$ cat config.mk
export PLATFORM = sky130hd
export DESIGN_NAME = mahpm_regs
export DESIGN_NICKNAME = d
export VERILOG_FILES = /design/src/mahpm_pkg.sv /design/src/mahpm_regs.sv /design/src/mahpm_hash_index.sv
export VERILOG_INCLUDE_DIRS = /design/src
export SDC_FILE = /design/constraint.sdc
export NUM_CORES = 1
export LEC_CHECK = 0
export BUFFER_PORTS_ARGS = -buffer_cell sky130_fd_sc_hd__buf_2
export CORE_UTILIZATION = 45
export CTS_CLUSTER_SIZE = 40
export DETAILED_ROUTE_END_ITERATION = 12
export GPL_TIMING_DRIVEN = 0
export SLEW_MARGIN = 40
export SYNTH_ARGS = -nofsm -noshare
export SYNTH_HDL_FRONTEND = slang
export SYNTH_SLANG_ARGS = --single-unit
$ cat constraint.sdc
create_clock -name core_clk -period 3.7 [get_ports core_clk]
set_input_delay 0.555 -clock core_clk [delete_from_list [all_inputs] [get_ports core_clk]]
set_output_delay 0.555 -clock core_clk [all_outputs]
set_load 0.005 [all_outputs]
$ cat src/mahpm_defs.svh
// Offsets, field positions, reset values and timing counts of the address, hash and PHY management registers.
`ifndef MAHPM_DEFS_SVH
`define MAHPM_DEFS_SVH

// ==========================================================================
// Register indices (byte address is four times the index).
`define MAHPM_IDX_FILTER_CONTROL 3'h1
`define MAHPM_IDX_STATION_ADDRESS_HIGH 3'h2
`define MAHPM_IDX_STATION_ADDRESS_LOW 3'h3
`define MAHPM_IDX_GROUP_HASH_UPPER 3'h4
`define MAHPM_IDX_GROUP_HASH_LOWER 3'h5
`define MAHPM_IDX_PHY_MGMT_ACCESS 3'h6
`define MAHPM_IDX_PHY_MGMT_DATA 3'h7

// ==========================================================================
// Reset values.
`define MAHPM_RST_STATION_ADDRESS_HIGH 32'h00000fff
`define MAHPM_RST_STATION_ADDRESS_LOW 32'h0fffffff
`define MAHPM_RST_GROUP_HASH_UPPER 32'h00000000
`define MAHPM_RST_GROUP_HASH_LOWER 32'h00000000
`define MAHPM_RST_PHY_MGMT_ACCESS 16'h0000
`define MAHPM_RST_PHY_MGMT_DATA 16'h0000

// ==========================================================================
// Field positions.
`define MAHPM_CTRL_ACCEPT_ALL_BIT 0
`define MAHPM_CTRL_LOADED_BIT 1
`define MAHPM_ACC_BUSY_BIT 0
`define MAHPM_ACC_WRITE_BIT 1
`define MAHPM_ACC_REGIDX_LSB 6
`define MAHPM_ACC_REGIDX_MSB 10
`define MAHPM_ACC_PHYADDR_LSB 11
`define MAHPM_ACC_PHYADDR_MSB 15
`define MAHPM_ACC_WRITABLE_MASK 16'hffc3

// ==========================================================================
// EEPROM byte addresses of the six station address bytes.
`define MAHPM_EE_LOW_BYTE0 8'h01
`define MAHPM_EE_LOW_BYTE1 8'h02
`define MAHPM_EE_LOW_BYTE2 8'h03
`define MAHPM_EE_LOW_BYTE3 8'h04
`define MAHPM_EE_HIGH_BYTE0 8'h05
`define MAHPM_EE_HIGH_BYTE1 8'h06

// ==========================================================================
// Management frame layout and timing.
`define MAHPM_CLK_PERIOD_NS 100
`define MAHPM_MDC_HALF_NS 200
`define MAHPM_MDC_HALF_CYC ((`MAHPM_MDC_HALF_NS + `MAHPM_CLK_PERIOD_NS - 1) / `MAHPM_CLK_PERIOD_NS)
`define MAHPM_MDIO_PREAMBLE 32'hffffffff
`define MAHPM_MDIO_LAST_BIT 6'h3f
`define MAHPM_MDIO_READ_DRIVE_BITS 6'h2e
`define MAHPM_MDIO_DATA_START 6'h30
`define MAHPM_MDIO_START 2'h1
`define MAHPM_MDIO_OP_WRITE 2'h1
`define MAHPM_MDIO_OP_READ 2'h2
`define MAHPM_MDIO_TA_WRITE 2'h2
`define MAHPM_MDIO_TA_READ 2'h0

// ==========================================================================
// Group address hashing.
`define MAHPM_CRC_POLY 32'hedb88320
`define MAHPM_CRC_INIT 32'hffffffff

`endif

$ cat src/mahpm_pkg.sv
// Types shared by the address, hash and PHY management register block.
`default_nettype none
package mahpm_pkg;
	// ======================================================================
	// Management frame sequencer states.
	typedef enum logic [1:0] {
		MGMT_IDLE,
		MGMT_SHIFT,
		MGMT_FINISH
	} mahpm_mgmt_state_type;
endpackage
`default_nettype wire

$ cat src/mahpm_regs.sv
// Station address, group hash table and PHY management registers with an Avalon-MM slave port.
//
// Operation
// High address register holds bits 47:32.
// EEPROM bytes 0x05, 0x06 load high register.
// EEPROM bytes 0x01 to 0x04 load low register.
// Low register byte 0 goes first on wire.
// Host address writes allowed only after load.
// Index top bit picks register, rest bit.
// Value 0 is low bit 0; 63 high bit 31.
// Hash bit one accepts, zero rejects group frame.
// Pass-all bit accepts every group frame.
// Upper and lower hash halves, both read/write.
// Software writes PHY address 00001b always.
// Access bits 10:6 pick the PHY register.
// Write bit selects PHY write, else read.
// Software waits busy zero before writing.
// Software starts access by setting busy.
// Busy stays set until access completes.
// Software keeps data steady during PHY write.
// Read data invalid until busy clears.
// Data register carries 16-bit PHY value.
// Hash index from upper CRC-32 bits.
// Access runs as a clause-22 management frame.
`default_nettype none
`include "mahpm_defs.svh"
module mahpm_regs #(
	parameter logic [7:0] MDC_HALF_CYCLES = 8'(`MAHPM_MDC_HALF_CYC)
) (
	// Clock and reset.
	input wire logic core_clk,
	input wire logic rstn,
	// Avalon-MM slave, byte addressed.
	input wire logic [4:0] address,
	input wire logic read,
	input wire logic write,
	input wire logic [31:0] writedata,
	input wire logic [3:0] byteenable,
	output logic [31:0] readdata,
	output logic waitrequest,
	// Station address bytes from the EEPROM controller.
	input wire logic eepromByteValid,
	input wire logic [7:0] eepromByteAddr,
	input wire logic [7:0] eepromByteData,
	input wire logic eepromLoadDone,
	// Receive address filter.
	input wire logic frameAddrValid,
	input wire logic [47:0] frameDestAddr,
	output logic filterValid,
	output logic groupFrame,
	output logic groupAccept,
	output logic stationMatch,
	// PHY management pins.
	output logic mdc,
	input wire logic mdioIn,
	output logic mdioOut,
	output logic mdioOe
);
	// ======================================================================
	// Register state.
	logic [31:0] stationAddressHigh;
	logic [31:0] stationAddressLow;
	logic [31:0] groupHashUpper;
	logic [31:0] groupHashLower;
	logic [15:0] phyMgmtAccess;
	logic [15:0] phyMgmtData;
	logic acceptAllGroupFrames;
	logic addressLoaded;
	logic mgmtStart;
	logic mgmtDone;
	logic [15:0] mgmtReadData;

	// Bus decode.
	logic busAccept;
	logic [2:0] regIndex;
	logic phyAccessBusy;
	logic phyWriteNotRead;

	assign busAccept = (read | write) & ~waitrequest;
	assign regIndex = address[4:2];
	assign phyAccessBusy = phyMgmtAccess[`MAHPM_ACC_BUSY_BIT];
	assign phyWriteNotRead = phyMgmtAccess[`MAHPM_ACC_WRITE_BIT];

	// ======================================================================
	// Merge write data into a register under the byte enables.
	function automatic logic [31:0] mergeBytes(input logic [31:0] oldValue, input logic [31:0] newValue,
		input logic [3:0] enables);
		logic [31:0] result;
		result = oldValue;
		for (int lane = 0; lane < 4; lane++) begin
			if (enables[lane]) begin
				result[lane*8 +: 8] = newValue[lane*8 +: 8];
			end
		end
		return result;
	endfunction

	// Register read mux; unmapped indices read as zero.
	function automatic logic [31:0] readValue(input logic [2:0] idx, input logic [31:0] high,
		input logic [31:0] low, input logic [31:0] hashUp, input logic [31:0] hashLow,
		input logic [15:0] access, input logic [15:0] data, input logic acceptAll, input logic loaded);
		logic [31:0] value;
		value = 32'h00000000;
		unique case (idx)
			`MAHPM_IDX_FILTER_CONTROL: begin
				value[`MAHPM_CTRL_ACCEPT_ALL_BIT] = acceptAll;
				value[`MAHPM_CTRL_LOADED_BIT] = loaded;
			end
			`MAHPM_IDX_STATION_ADDRESS_HIGH: value = {16'h0000, high[15:0]};
			`MAHPM_IDX_STATION_ADDRESS_LOW: value = low;
			`MAHPM_IDX_GROUP_HASH_UPPER: value = hashUp;
			`MAHPM_IDX_GROUP_HASH_LOWER: value = hashLow;
			`MAHPM_IDX_PHY_MGMT_ACCESS: value = {16'h0000, access};
			`MAHPM_IDX_PHY_MGMT_DATA: value = {16'h0000, data};
			default: value = 32'h00000000;
		endcase
		return value;
	endfunction

	// ======================================================================
	// Avalon handshake: every access takes two cycles, waitrequest drops for the answering cycle only.
	always_ff @(posedge core_clk or negedge rstn) begin
		if (!rstn) begin
			waitrequest <= 1'b1;
			readdata <= 32'h00000000;
		end else begin
			waitrequest <= ~((read | write) & waitrequest);
			if (read & waitrequest) begin
				readdata <= readValue(regIndex, stationAddressHigh, stationAddressLow, groupHashUpper,
					groupHashLower, phyMgmtAccess, phyMgmtData, acceptAllGroupFrames, addressLoaded);
			end
		end
	end

	// ======================================================================
	// Initialisation flag; the EEPROM controller raises done even when no programmed EEPROM is found.
	always_ff @(posedge core_clk or negedge rstn) begin
		if (!rstn) begin
			addressLoaded <= 1'b0;
		end else if (eepromLoadDone) begin
			addressLoaded <= 1'b1;
		end
	end

	// Station address: EEPROM bytes before initialisation ends, host writes only afterwards.
	always_ff @(posedge core_clk or negedge rstn) begin
		if (!rstn) begin
			stationAddressHigh <= `MAHPM_RST_STATION_ADDRESS_HIGH;
			stationAddressLow <= `MAHPM_RST_STATION_ADDRESS_LOW;
		end else if (!addressLoaded) begin
			if (eepromByteValid) begin
				unique case (eepromByteAddr)
					`MAHPM_EE_LOW_BYTE0: stationAddressLow[7:0] <= eepromByteData;
					`MAHPM_EE_LOW_BYTE1: stationAddressLow[15:8] <= eepromByteData;
					`MAHPM_EE_LOW_BYTE2: stationAddressLow[23:16] <= eepromByteData;
					`MAHPM_EE_LOW_BYTE3: stationAddressLow[31:24] <= eepromByteData;
					`MAHPM_EE_HIGH_BYTE0: stationAddressHigh[7:0] <= eepromByteData;
					`MAHPM_EE_HIGH_BYTE1: stationAddressHigh[15:8] <= eepromByteData;
					default: ;
				endcase
			end
		end else if (busAccept & write) begin
			if (regIndex == `MAHPM_IDX_STATION_ADDRESS_HIGH) begin
				stationAddressHigh <= mergeBytes(stationAddressHigh, writedata, byteenable) & 32'h0000ffff;
			end
			if (regIndex == `MAHPM_IDX_STATION_ADDRESS_LOW) begin
				stationAddressLow <= mergeBytes(stationAddressLow, writedata, byteenable);
			end
		end
	end

	// ======================================================================
	// Hash table halves and the pass-all control bit.
	always_ff @(posedge core_clk or negedge rstn) begin
		if (!rstn) begin
			groupHashUpper <= `MAHPM_RST_GROUP_HASH_UPPER;
			groupHashLower <= `MAHPM_RST_GROUP_HASH_LOWER;
			acceptAllGroupFrames <= 1'b0;
		end else if (busAccept & write) begin
			if (regIndex == `MAHPM_IDX_GROUP_HASH_UPPER) begin
				groupHashUpper <= mergeBytes(groupHashUpper, writedata, byteenable);
			end
			if (regIndex == `MAHPM_IDX_GROUP_HASH_LOWER) begin
				groupHashLower <= mergeBytes(groupHashLower, writedata, byteenable);
			end
			if (regIndex == `MAHPM_IDX_FILTER_CONTROL && byteenable[0]) begin
				acceptAllGroupFrames <= writedata[`MAHPM_CTRL_ACCEPT_ALL_BIT];
			end
		end
	end

	// ======================================================================
	// Access and data registers. Writes while busy are dropped, so a careless host cannot corrupt
	// an access in flight; the only clear of busy comes from the sequencer finishing.
	always_ff @(posedge core_clk or negedge rstn) begin
		if (!rstn) begin
			phyMgmtAccess <= `MAHPM_RST_PHY_MGMT_ACCESS;
			phyMgmtData <= `MAHPM_RST_PHY_MGMT_DATA;
			mgmtStart <= 1'b0;
		end else begin
			mgmtStart <= 1'b0;
			if (mgmtDone) begin
				phyMgmtAccess[`MAHPM_ACC_BUSY_BIT] <= 1'b0;
				if (!phyWriteNotRead) begin
					phyMgmtData <= mgmtReadData;
				end
			end else if (busAccept & write & ~phyAccessBusy) begin
				if (regIndex == `MAHPM_IDX_PHY_MGMT_ACCESS) begin
					phyMgmtAccess <= 16'(mergeBytes({16'h0000, phyMgmtAccess}, writedata, byteenable))
						& `MAHPM_ACC_WRITABLE_MASK;
					mgmtStart <= byteenable[0] & writedata[`MAHPM_ACC_BUSY_BIT];
				end
				if (regIndex == `MAHPM_IDX_PHY_MGMT_DATA) begin
					phyMgmtData <= 16'(mergeBytes({16'h0000, phyMgmtData}, writedata, byteenable));
				end
			end
		end
	end

	// ======================================================================
	// Management data input synchroniser.
	logic mdioMeta;
	logic mdioSync;

	always_ff @(posedge core_clk or negedge rstn) begin
		if (!rstn) begin
			mdioMeta <= 1'b0;
			mdioSync <= 1'b0;
		end else begin
			mdioMeta <= mdioIn;
			mdioSync <= mdioMeta;
		end
	end

	// ======================================================================
	// Clause-22 frame sequencer: 32 preamble ones, then start, opcode, PHY address, register,
	// turnaround and 16 data bits. Output changes after MDC falls, input is sampled as MDC rises.
	mahpm_pkg::mahpm_mgmt_state_type mgmtState;
	logic [7:0] halfCount;
	logic [5:0] bitCount;
	logic [63:0] shiftOut;
	logic [31:0] frameWord;
	logic [5:0] next_bitCount;

	assign frameWord = {`MAHPM_MDIO_START,
		phyWriteNotRead ? `MAHPM_MDIO_OP_WRITE : `MAHPM_MDIO_OP_READ,
		phyMgmtAccess[`MAHPM_ACC_PHYADDR_MSB:`MAHPM_ACC_PHYADDR_LSB],
		phyMgmtAccess[`MAHPM_ACC_REGIDX_MSB:`MAHPM_ACC_REGIDX_LSB],
		phyWriteNotRead ? `MAHPM_MDIO_TA_WRITE : `MAHPM_MDIO_TA_READ,
		phyMgmtData};
	assign next_bitCount = bitCount + 6'h01;

	always_ff @(posedge core_clk or negedge rstn) begin
		if (!rstn) begin
			mgmtState <= mahpm_pkg::MGMT_IDLE;
			halfCount <= 8'h00;
			bitCount <= 6'h00;
			shiftOut <= 64'h0000000000000000;
			mgmtReadData <= 16'h0000;
			mgmtDone <= 1'b0;
			mdc <= 1'b0;
			mdioOut <= 1'b0;
			mdioOe <= 1'b0;
		end else begin
			mgmtDone <= 1'b0;
			unique case (mgmtState)
				mahpm_pkg::MGMT_IDLE: begin
					if (mgmtStart) begin
						mgmtState <= mahpm_pkg::MGMT_SHIFT;
						shiftOut <= {`MAHPM_MDIO_PREAMBLE, frameWord};
						halfCount <= 8'h00;
						bitCount <= 6'h00;
						mdc <= 1'b0;
						mdioOut <= 1'b1;
						mdioOe <= 1'b1;
					end
				end
				mahpm_pkg::MGMT_SHIFT: begin
					if (halfCount == MDC_HALF_CYCLES - 8'h01) begin
						halfCount <= 8'h00;
						mdc <= ~mdc;
						if (!mdc) begin
							// Rising edge: collect read data bits, most significant first.
							if (!phyWriteNotRead && bitCount >= `MAHPM_MDIO_DATA_START) begin
								mgmtReadData <= {mgmtReadData[14:0], mdioSync};
							end
						end else if (bitCount == `MAHPM_MDIO_LAST_BIT) begin
							mgmtState <= mahpm_pkg::MGMT_FINISH;
							mdioOut <= 1'b0;
							mdioOe <= 1'b0;
						end else begin
							bitCount <= next_bitCount;
							shiftOut <= {shiftOut[62:0], 1'b0};
							mdioOut <= shiftOut[62];
							// On a read the PHY owns the line from the turnaround onward.
							mdioOe <= phyWriteNotRead | (next_bitCount < `MAHPM_MDIO_READ_DRIVE_BITS);
						end
					end else begin
						halfCount <= halfCount + 8'h01;
					end
				end
				mahpm_pkg::MGMT_FINISH: begin
					mgmtState <= mahpm_pkg::MGMT_IDLE;
					mgmtDone <= 1'b1;
				end
			endcase
		end
	end

	// ======================================================================
	// Address filter: hash stage in the leaf, then the accept decision here.
	logic indexValid;
	logic [5:0] hashIndex;
	logic groupStage;
	logic matchStage;
	logic [63:0] hashTable;

	mahpm_hash_index hashUnit (
		.core_clk(core_clk),
		.rstn(rstn),
		.addrValid(frameAddrValid),
		.destAddr(frameDestAddr),
		.indexValid(indexValid),
		.hashIndex(hashIndex)
	);

	// Upper half sits above the lower, so index bit 5 picks the register and bits 4:0 the bit.
	assign hashTable = {groupHashUpper, groupHashLower};

	// The group bit is the least significant bit of the first wire byte.
	always_ff @(posedge core_clk or negedge rstn) begin
		if (!rstn) begin
			groupStage <= 1'b0;
			matchStage <= 1'b0;
		end else begin
			groupStage <= frameDestAddr[0];
			matchStage <= frameDestAddr == {stationAddressHigh[15:0], stationAddressLow};
		end
	end

	// Filter verdict, two cycles after the address is offered.
	always_ff @(posedge core_clk or negedge rstn) begin
		if (!rstn) begin
			filterValid <= 1'b0;
			groupFrame <= 1'b0;
			groupAccept <= 1'b0;
			stationMatch <= 1'b0;
		end else begin
			filterValid <= indexValid;
			groupFrame <= groupStage;
			groupAccept <= groupStage & (acceptAllGroupFrames | hashTable[hashIndex]);
			stationMatch <= matchStage;
		end
	end
endmodule
`default_nettype wire

$ cat src/mahpm_hash_index.sv
// CRC-based six-bit hash index of a destination address.
`default_nettype none
`include "mahpm_defs.svh"
module mahpm_hash_index (
	// Clock and reset.
	input wire logic core_clk,
	input wire logic rstn,
	// Destination address in, first wire byte in bits 7:0.
	input wire logic addrValid,
	input wire logic [47:0] destAddr,
	// Hash index out, one cycle later.
	output logic indexValid,
	output logic [5:0] hashIndex
);
	// ======================================================================
	// Reflected CRC-32 over the address, each byte least significant bit first as on the wire.
	function automatic logic [31:0] crcOfAddress(input logic [47:0] addr);
		logic [31:0] crc;
		logic feedback;
		crc = `MAHPM_CRC_INIT;
		for (int i = 0; i < 48; i++) begin
			feedback = crc[0] ^ addr[i];
			crc = {1'b0, crc[31:1]};
			if (feedback) begin
				crc = crc ^ `MAHPM_CRC_POLY;
			end
		end
		return crc;
	endfunction

	logic [31:0] crcValue;
	assign crcValue = crcOfAddress(destAddr);

	// The six top bits of the unreflected CRC are the six low bits here, in reverse order.
	always_ff @(posedge core_clk or negedge rstn) begin
		if (!rstn) begin
			indexValid <= 1'b0;
			hashIndex <= 6'h00;
		end else begin
			indexValid <= addrValid;
			hashIndex <= {crcValue[0], crcValue[1], crcValue[2], crcValue[3], crcValue[4], crcValue[5]};
		end
	end
endmodule
`default_nettype wire

==> metrics list <==
- The initial antenna violation count was 0.
* Hold Path Cell Cnt: 1
- Count of flip-flops with a built-in enable after synthesis: 0
- In this run the register-to-register setup slack is 0.42 ns.
* Async SR Flop Fraction: between 90% and 100%
- The die covers ~37000 µm².
- Final instance area: 18700 µm²
- Combined area of the multi-input logic cells: 8570 µm²
* Post-Synthesis Cell Area: 16200 µm²
- For the worst setup path, the data required time is ~4.1 ns.
* Launching element type of the critical path: input pin
- Entering global routing, the biggest net connects 77 pins.
- Total clock buffers created by CTS: 34
* Slew of the pin with the lowest slew margin: around 0.9 ns
- Number of port buffers: 135
* Worst-case headroom to the max-slew limit: 40.4%
- Die height: between 150 and 200 µm
- Post-synthesis cell type count: 54
- Max VDD drop: 1870 µV
- Clock latency of the later-clocked register in the worst-skew pair: 0.52 ns
* Synthesized area divided by synthesized cell count: approximately 11 µm²
- Combined global-route utilization of all metal layers: 27.1%
- In this run the worst setup path begins at frameDestAddr[0].
- Setup crit end kind: flop
- After synthesis, the most frequently instantiated cells are sky130_fd_sc_hd__dfrtp_1, sky130_fd_sc_hd__nand2_1, sky130_fd_sc_hd__o21ai_0.
- Vias in the first global route: 11600
* Slowest-stage cell, CP: sky130_fd_sc_hd__xor3_1
* Boundary pin count: 153
- The count of final max-slew check failures was 0.
- Area contributors post-synth: sky130_fd_sc_hd__dfrtp_1, sky130_fd_sc_hd__mux2_2, sky130_fd_sc_hd__dfstp_2
- Final design utilization: a little over half
- DRC violations left: 0
- Buffers added to address setup during post-CTS repair amount to 0.
- Total setup violations reported at the end of the flow: 0
- WP data arrival: roughly 3.9 ns
* Post-route ant nets: 0
- Across all hold checks on the routed design, the worst slack comes to 0.147 ns.
- Depth of the worst register-to-register path: 8
- Number of rows in the core area: 69
- Cell with the most instances after synthesis: sky130_fd_sc_hd__dfrtp_1
- Clock slew at the register clock pins of the worst setup and hold paths: 0.06 ns
- Wire length after detailed routing: just under 50000 µm
- Traced cell by cell, the critical path runs through buf_2 -> buf_2 -> xnor3_1 -> xor2_2 -> xnor3_1 -> xnor2_1 -> xor3_1 -> xnor3_1 -> xor2_1 -> xnor3_1.
- Routability-driven placement finished with a final weighted congestion of 0.940.
* Yosys warnings: 0
* Peak fanout along the critical path: 7
- Run status: finished clean
- In the final layout, the share of cells above drive strength 1 is 23.2%.
- FMAX: between 200 and 300 MHz
* Start of the worst register-to-register path: mgmtState[1]$_DFFE_PN0P_
- Final global-route overflow total: 0
- The worst hold path begins at frameAddrValid.
* Global-route wire length before repair: 73400 µm
- Summing all flip-flop and latch instances after layout gives 7310 µm².
* Power density normalized to cell area: 829 nW/µm²
- Max Cap Viol: 0
* Final routed wire length divided by cell count: 23.4 µm
- End of the worst register-to-register path: mgmtReadData[6]$_DFFE_PN0P_
* H-Tree Level Count: 2
- Time the worst path needs with I/O delays and setup: roughly 3.6 ns
- Share of the cycle needed by the critical path after routing: between 90% and 100%
- From synthesis to final layout, the design area changed by 15.3%.
- For this run, the detailed router's first-pass iteration total came to 5.
- CTS saw 290 sinks.
* Hold WC Path Type: in -> reg
- Placeable core area: approximately 35000 µm²
- Detailed-route vias per instance: 5.68
- Dominant cell type by area after synthesis: sky130_fd_sc_hd__dfrtp_1
- Maximum single-stage delay on the critical path: 0.53 ns
- Number of filler instances in the final layout: about 3100
- The path with the worst hold slack has its endpoint at hashUnit.indexValid$_DFF_PN0_.
* Kind of critical path: in -> reg
- Number of placed instances with taps included: between 2000 and 2500
* Largest buffer count on any clock path: 3
- Once detailed placement completed, the half-perimeter wirelength came to 38200 µm.
* Initial Utilization: a little under half
- After synthesis the netlist holds a flip-flop and latch count of 290.
- Sum of negative setup slack: 0 ns
- For this design the static power due to leakage is 8.42 nW.
- Counting stages on the worst path, the most repeated cell is sky130_fd_sc_hd__xnor3_1.
- The count of endpoints failing hold in the final timing report came to 0.
* Post-synth top flop: sky130_fd_sc_hd__dfrtp_1
- Final clock skew: 0.0229 ns
* Root buffer selected by CTS: sky130_fd_sc_hd__clkbuf_16
- The cell count after synthesis came out at 1434.
* Net Count, Synth: 1553
* Via count of the routed design: 11900
- The synthesized design devotes to its leading area cell type between 30% and 40% of total area.
- Unrepaired setup endpoints after global routing: false
* Final std cells w/o fill: 2094
* X dimension of the die: 192 µm
- CTS tree: done
* Number of DRC markers in iteration 0: 905
* Nets: roughly 1700
- In this run the cell area measured after placement is 17600 µm².
- Sequential cells were found to cover 45.1% of the synthesized design area.
## flip-flops by register name, indices dropped and copies added (netlist names), 16 cells and up
register,flops
mgmtReadData,16
stationAddressLow,32
stationAddressHigh,16
readdata,32
groupHashLower,32
phyMgmtData,16
shiftOut,63
groupHashUpper,32
## metal layers
layer	vias up	part of all wire (%)	GRT usage [%]
li1	5429	-	-
met3	77	6.4	4.20
met4	0	3.0	8.67
met2	426	46	42.2
met1	5968	44	38.7
met5	-	0	0
## worst max path at each step
stage,end,cells after the start
after floorplan,hashUnit.hashIndex[0]$_DFF_PN0_,9
after global placement,readdata[28]$_DFFE_PN0P_,1
after detailed placement,hashUnit.hashIndex[3]$_DFF_PN0_,10
after CTS,hashUnit.hashIndex[4]$_DFF_PN0_,10
after global routing,hashUnit.hashIndex[0]$_DFF_PN0_,10
final,hashUnit.hashIndex[0]$_DFF_PN0_,10
## critical path: cells and delay by family
family | cells | cell delay [ns]
buf+inv | 2 | 0.40
xor+xnor | 8 | 2.98
## layout by cell type, fill, tap and decap left out, types with 4 or more instances in the layout
cell type | netlist | routed
sky130_fd_sc_hd__clkbuf_8 | 0 | 6
sky130_fd_sc_hd__a21oi_1 | 74 | 74
sky130_fd_sc_hd__o22a_1 | 32 | 32
sky130_fd_sc_hd__nand3_1 | 12 | 12
sky130_fd_sc_hd__a31oi_1 | 6 | 5
sky130_fd_sc_hd__nor3_1 | 6 | 6
sky130_fd_sc_hd__nor4_1 | 13 | 13
sky130_fd_sc_hd__mux2i_1 | 80 | 80
sky130_fd_sc_hd__xnor3_1 | 43 | 42
sky130_fd_sc_hd__nor2b_1 | 17 | 17
sky130_fd_sc_hd__ha_1 | 6 | 6
sky130_fd_sc_hd__clkbuf_16 | 0 | 35
sky130_fd_sc_hd__nand4_1 | 4 | 4
sky130_fd_sc_hd__nand2b_1 | 10 | 10
sky130_fd_sc_hd__nand2_1 | 163 | 163
sky130_fd_sc_hd__mux2_2 | 96 | 96
sky130_fd_sc_hd__xor3_1 | 6 | 6
sky130_fd_sc_hd__buf_16 | 0 | 4
sky130_fd_sc_hd__o21ai_0 | 148 | 148
sky130_fd_sc_hd__clkinv_2 | 0 | 5
sky130_fd_sc_hd__nor2_1 | 48 | 47
sky130_fd_sc_hd__a22o_1 | 23 | 23
sky130_fd_sc_hd__dfstp_2 | 41 | 41
sky130_fd_sc_hd__xor2_1 | 77 | 75
sky130_fd_sc_hd__xnor3_2 | 3 | 4
sky130_fd_sc_hd__buf_1 | 12 | 11
sky130_fd_sc_hd__clkbuf_1 | 61 | 67
sky130_fd_sc_hd__and3_1 | 5 | 5
sky130_fd_sc_hd__buf_2 | 6 | 141
sky130_fd_sc_hd__a22oi_1 | 16 | 16
sky130_fd_sc_hd__dfrtp_1 | 249 | 249
sky130_fd_sc_hd__inv_1 | 11 | 11
sky130_fd_sc_hd__xnor2_1 | 104 | 102
sky130_fd_sc_hd__xnor2_2 | 4 | 6
sky130_fd_sc_hd__mux4_2 | 20 | 20
## metrics by stage
step	worst slack (ns)	power [W]
6_report	0.149	0.0155
2_1_floorplan	0.0197	0.0109
5_1_grt	0.00337	0.0162
3_3_place_gp	-3.41	0.0124
3_5_place_dp	-0.537	0.0124
4_1_cts	0.00285	0.0156
## cell families after synthesis
group / count (synthesis) / share of synthesized area, %
compound gates: 320 / 11.8
flops: 290 / 45.1
simple gates: 288 / 7.80
xor+xnor: 241 / 18.1
mux: 196 / 14.4
buf+inv: 93 / 2.27
fa+ha+maj: 6 / 0.463
## cell type report
class | count | share of cell area, %
multi-input cells | 1051 | 45.9
flip-flops and latches | 290 | 39.1
clock buffers | 49 | 5.29
repair buffers | 141 | 4.34
well taps | 461 | 3.09
plain buffers | 81 | 1.75
clock inverters | 8 | 0.268
inverters | 12 | 0.241
diodes | 1 | 0.0134
## power breakdown
part	total [W]	internal, W	switching [W]
sequential	0.00425	0.00381	0.000448
combinational	0.00805	0.00497	0.00308
clock	0.00318	0.00185	0.00133
total	0.0155	0.0106	0.00485
## what timing repair did
| action | 4_1_cts | 5_1_grt |
|---|---|---|
| hold endpoints to repair | 45 | 0 |
| endpoints found under the setup margin | 2 | 3 |
| hold buffers | 1 | 0 |
| gates resized for setup | 1 | 5 |
No activity file was read; power rests on OpenSTA's default activity.
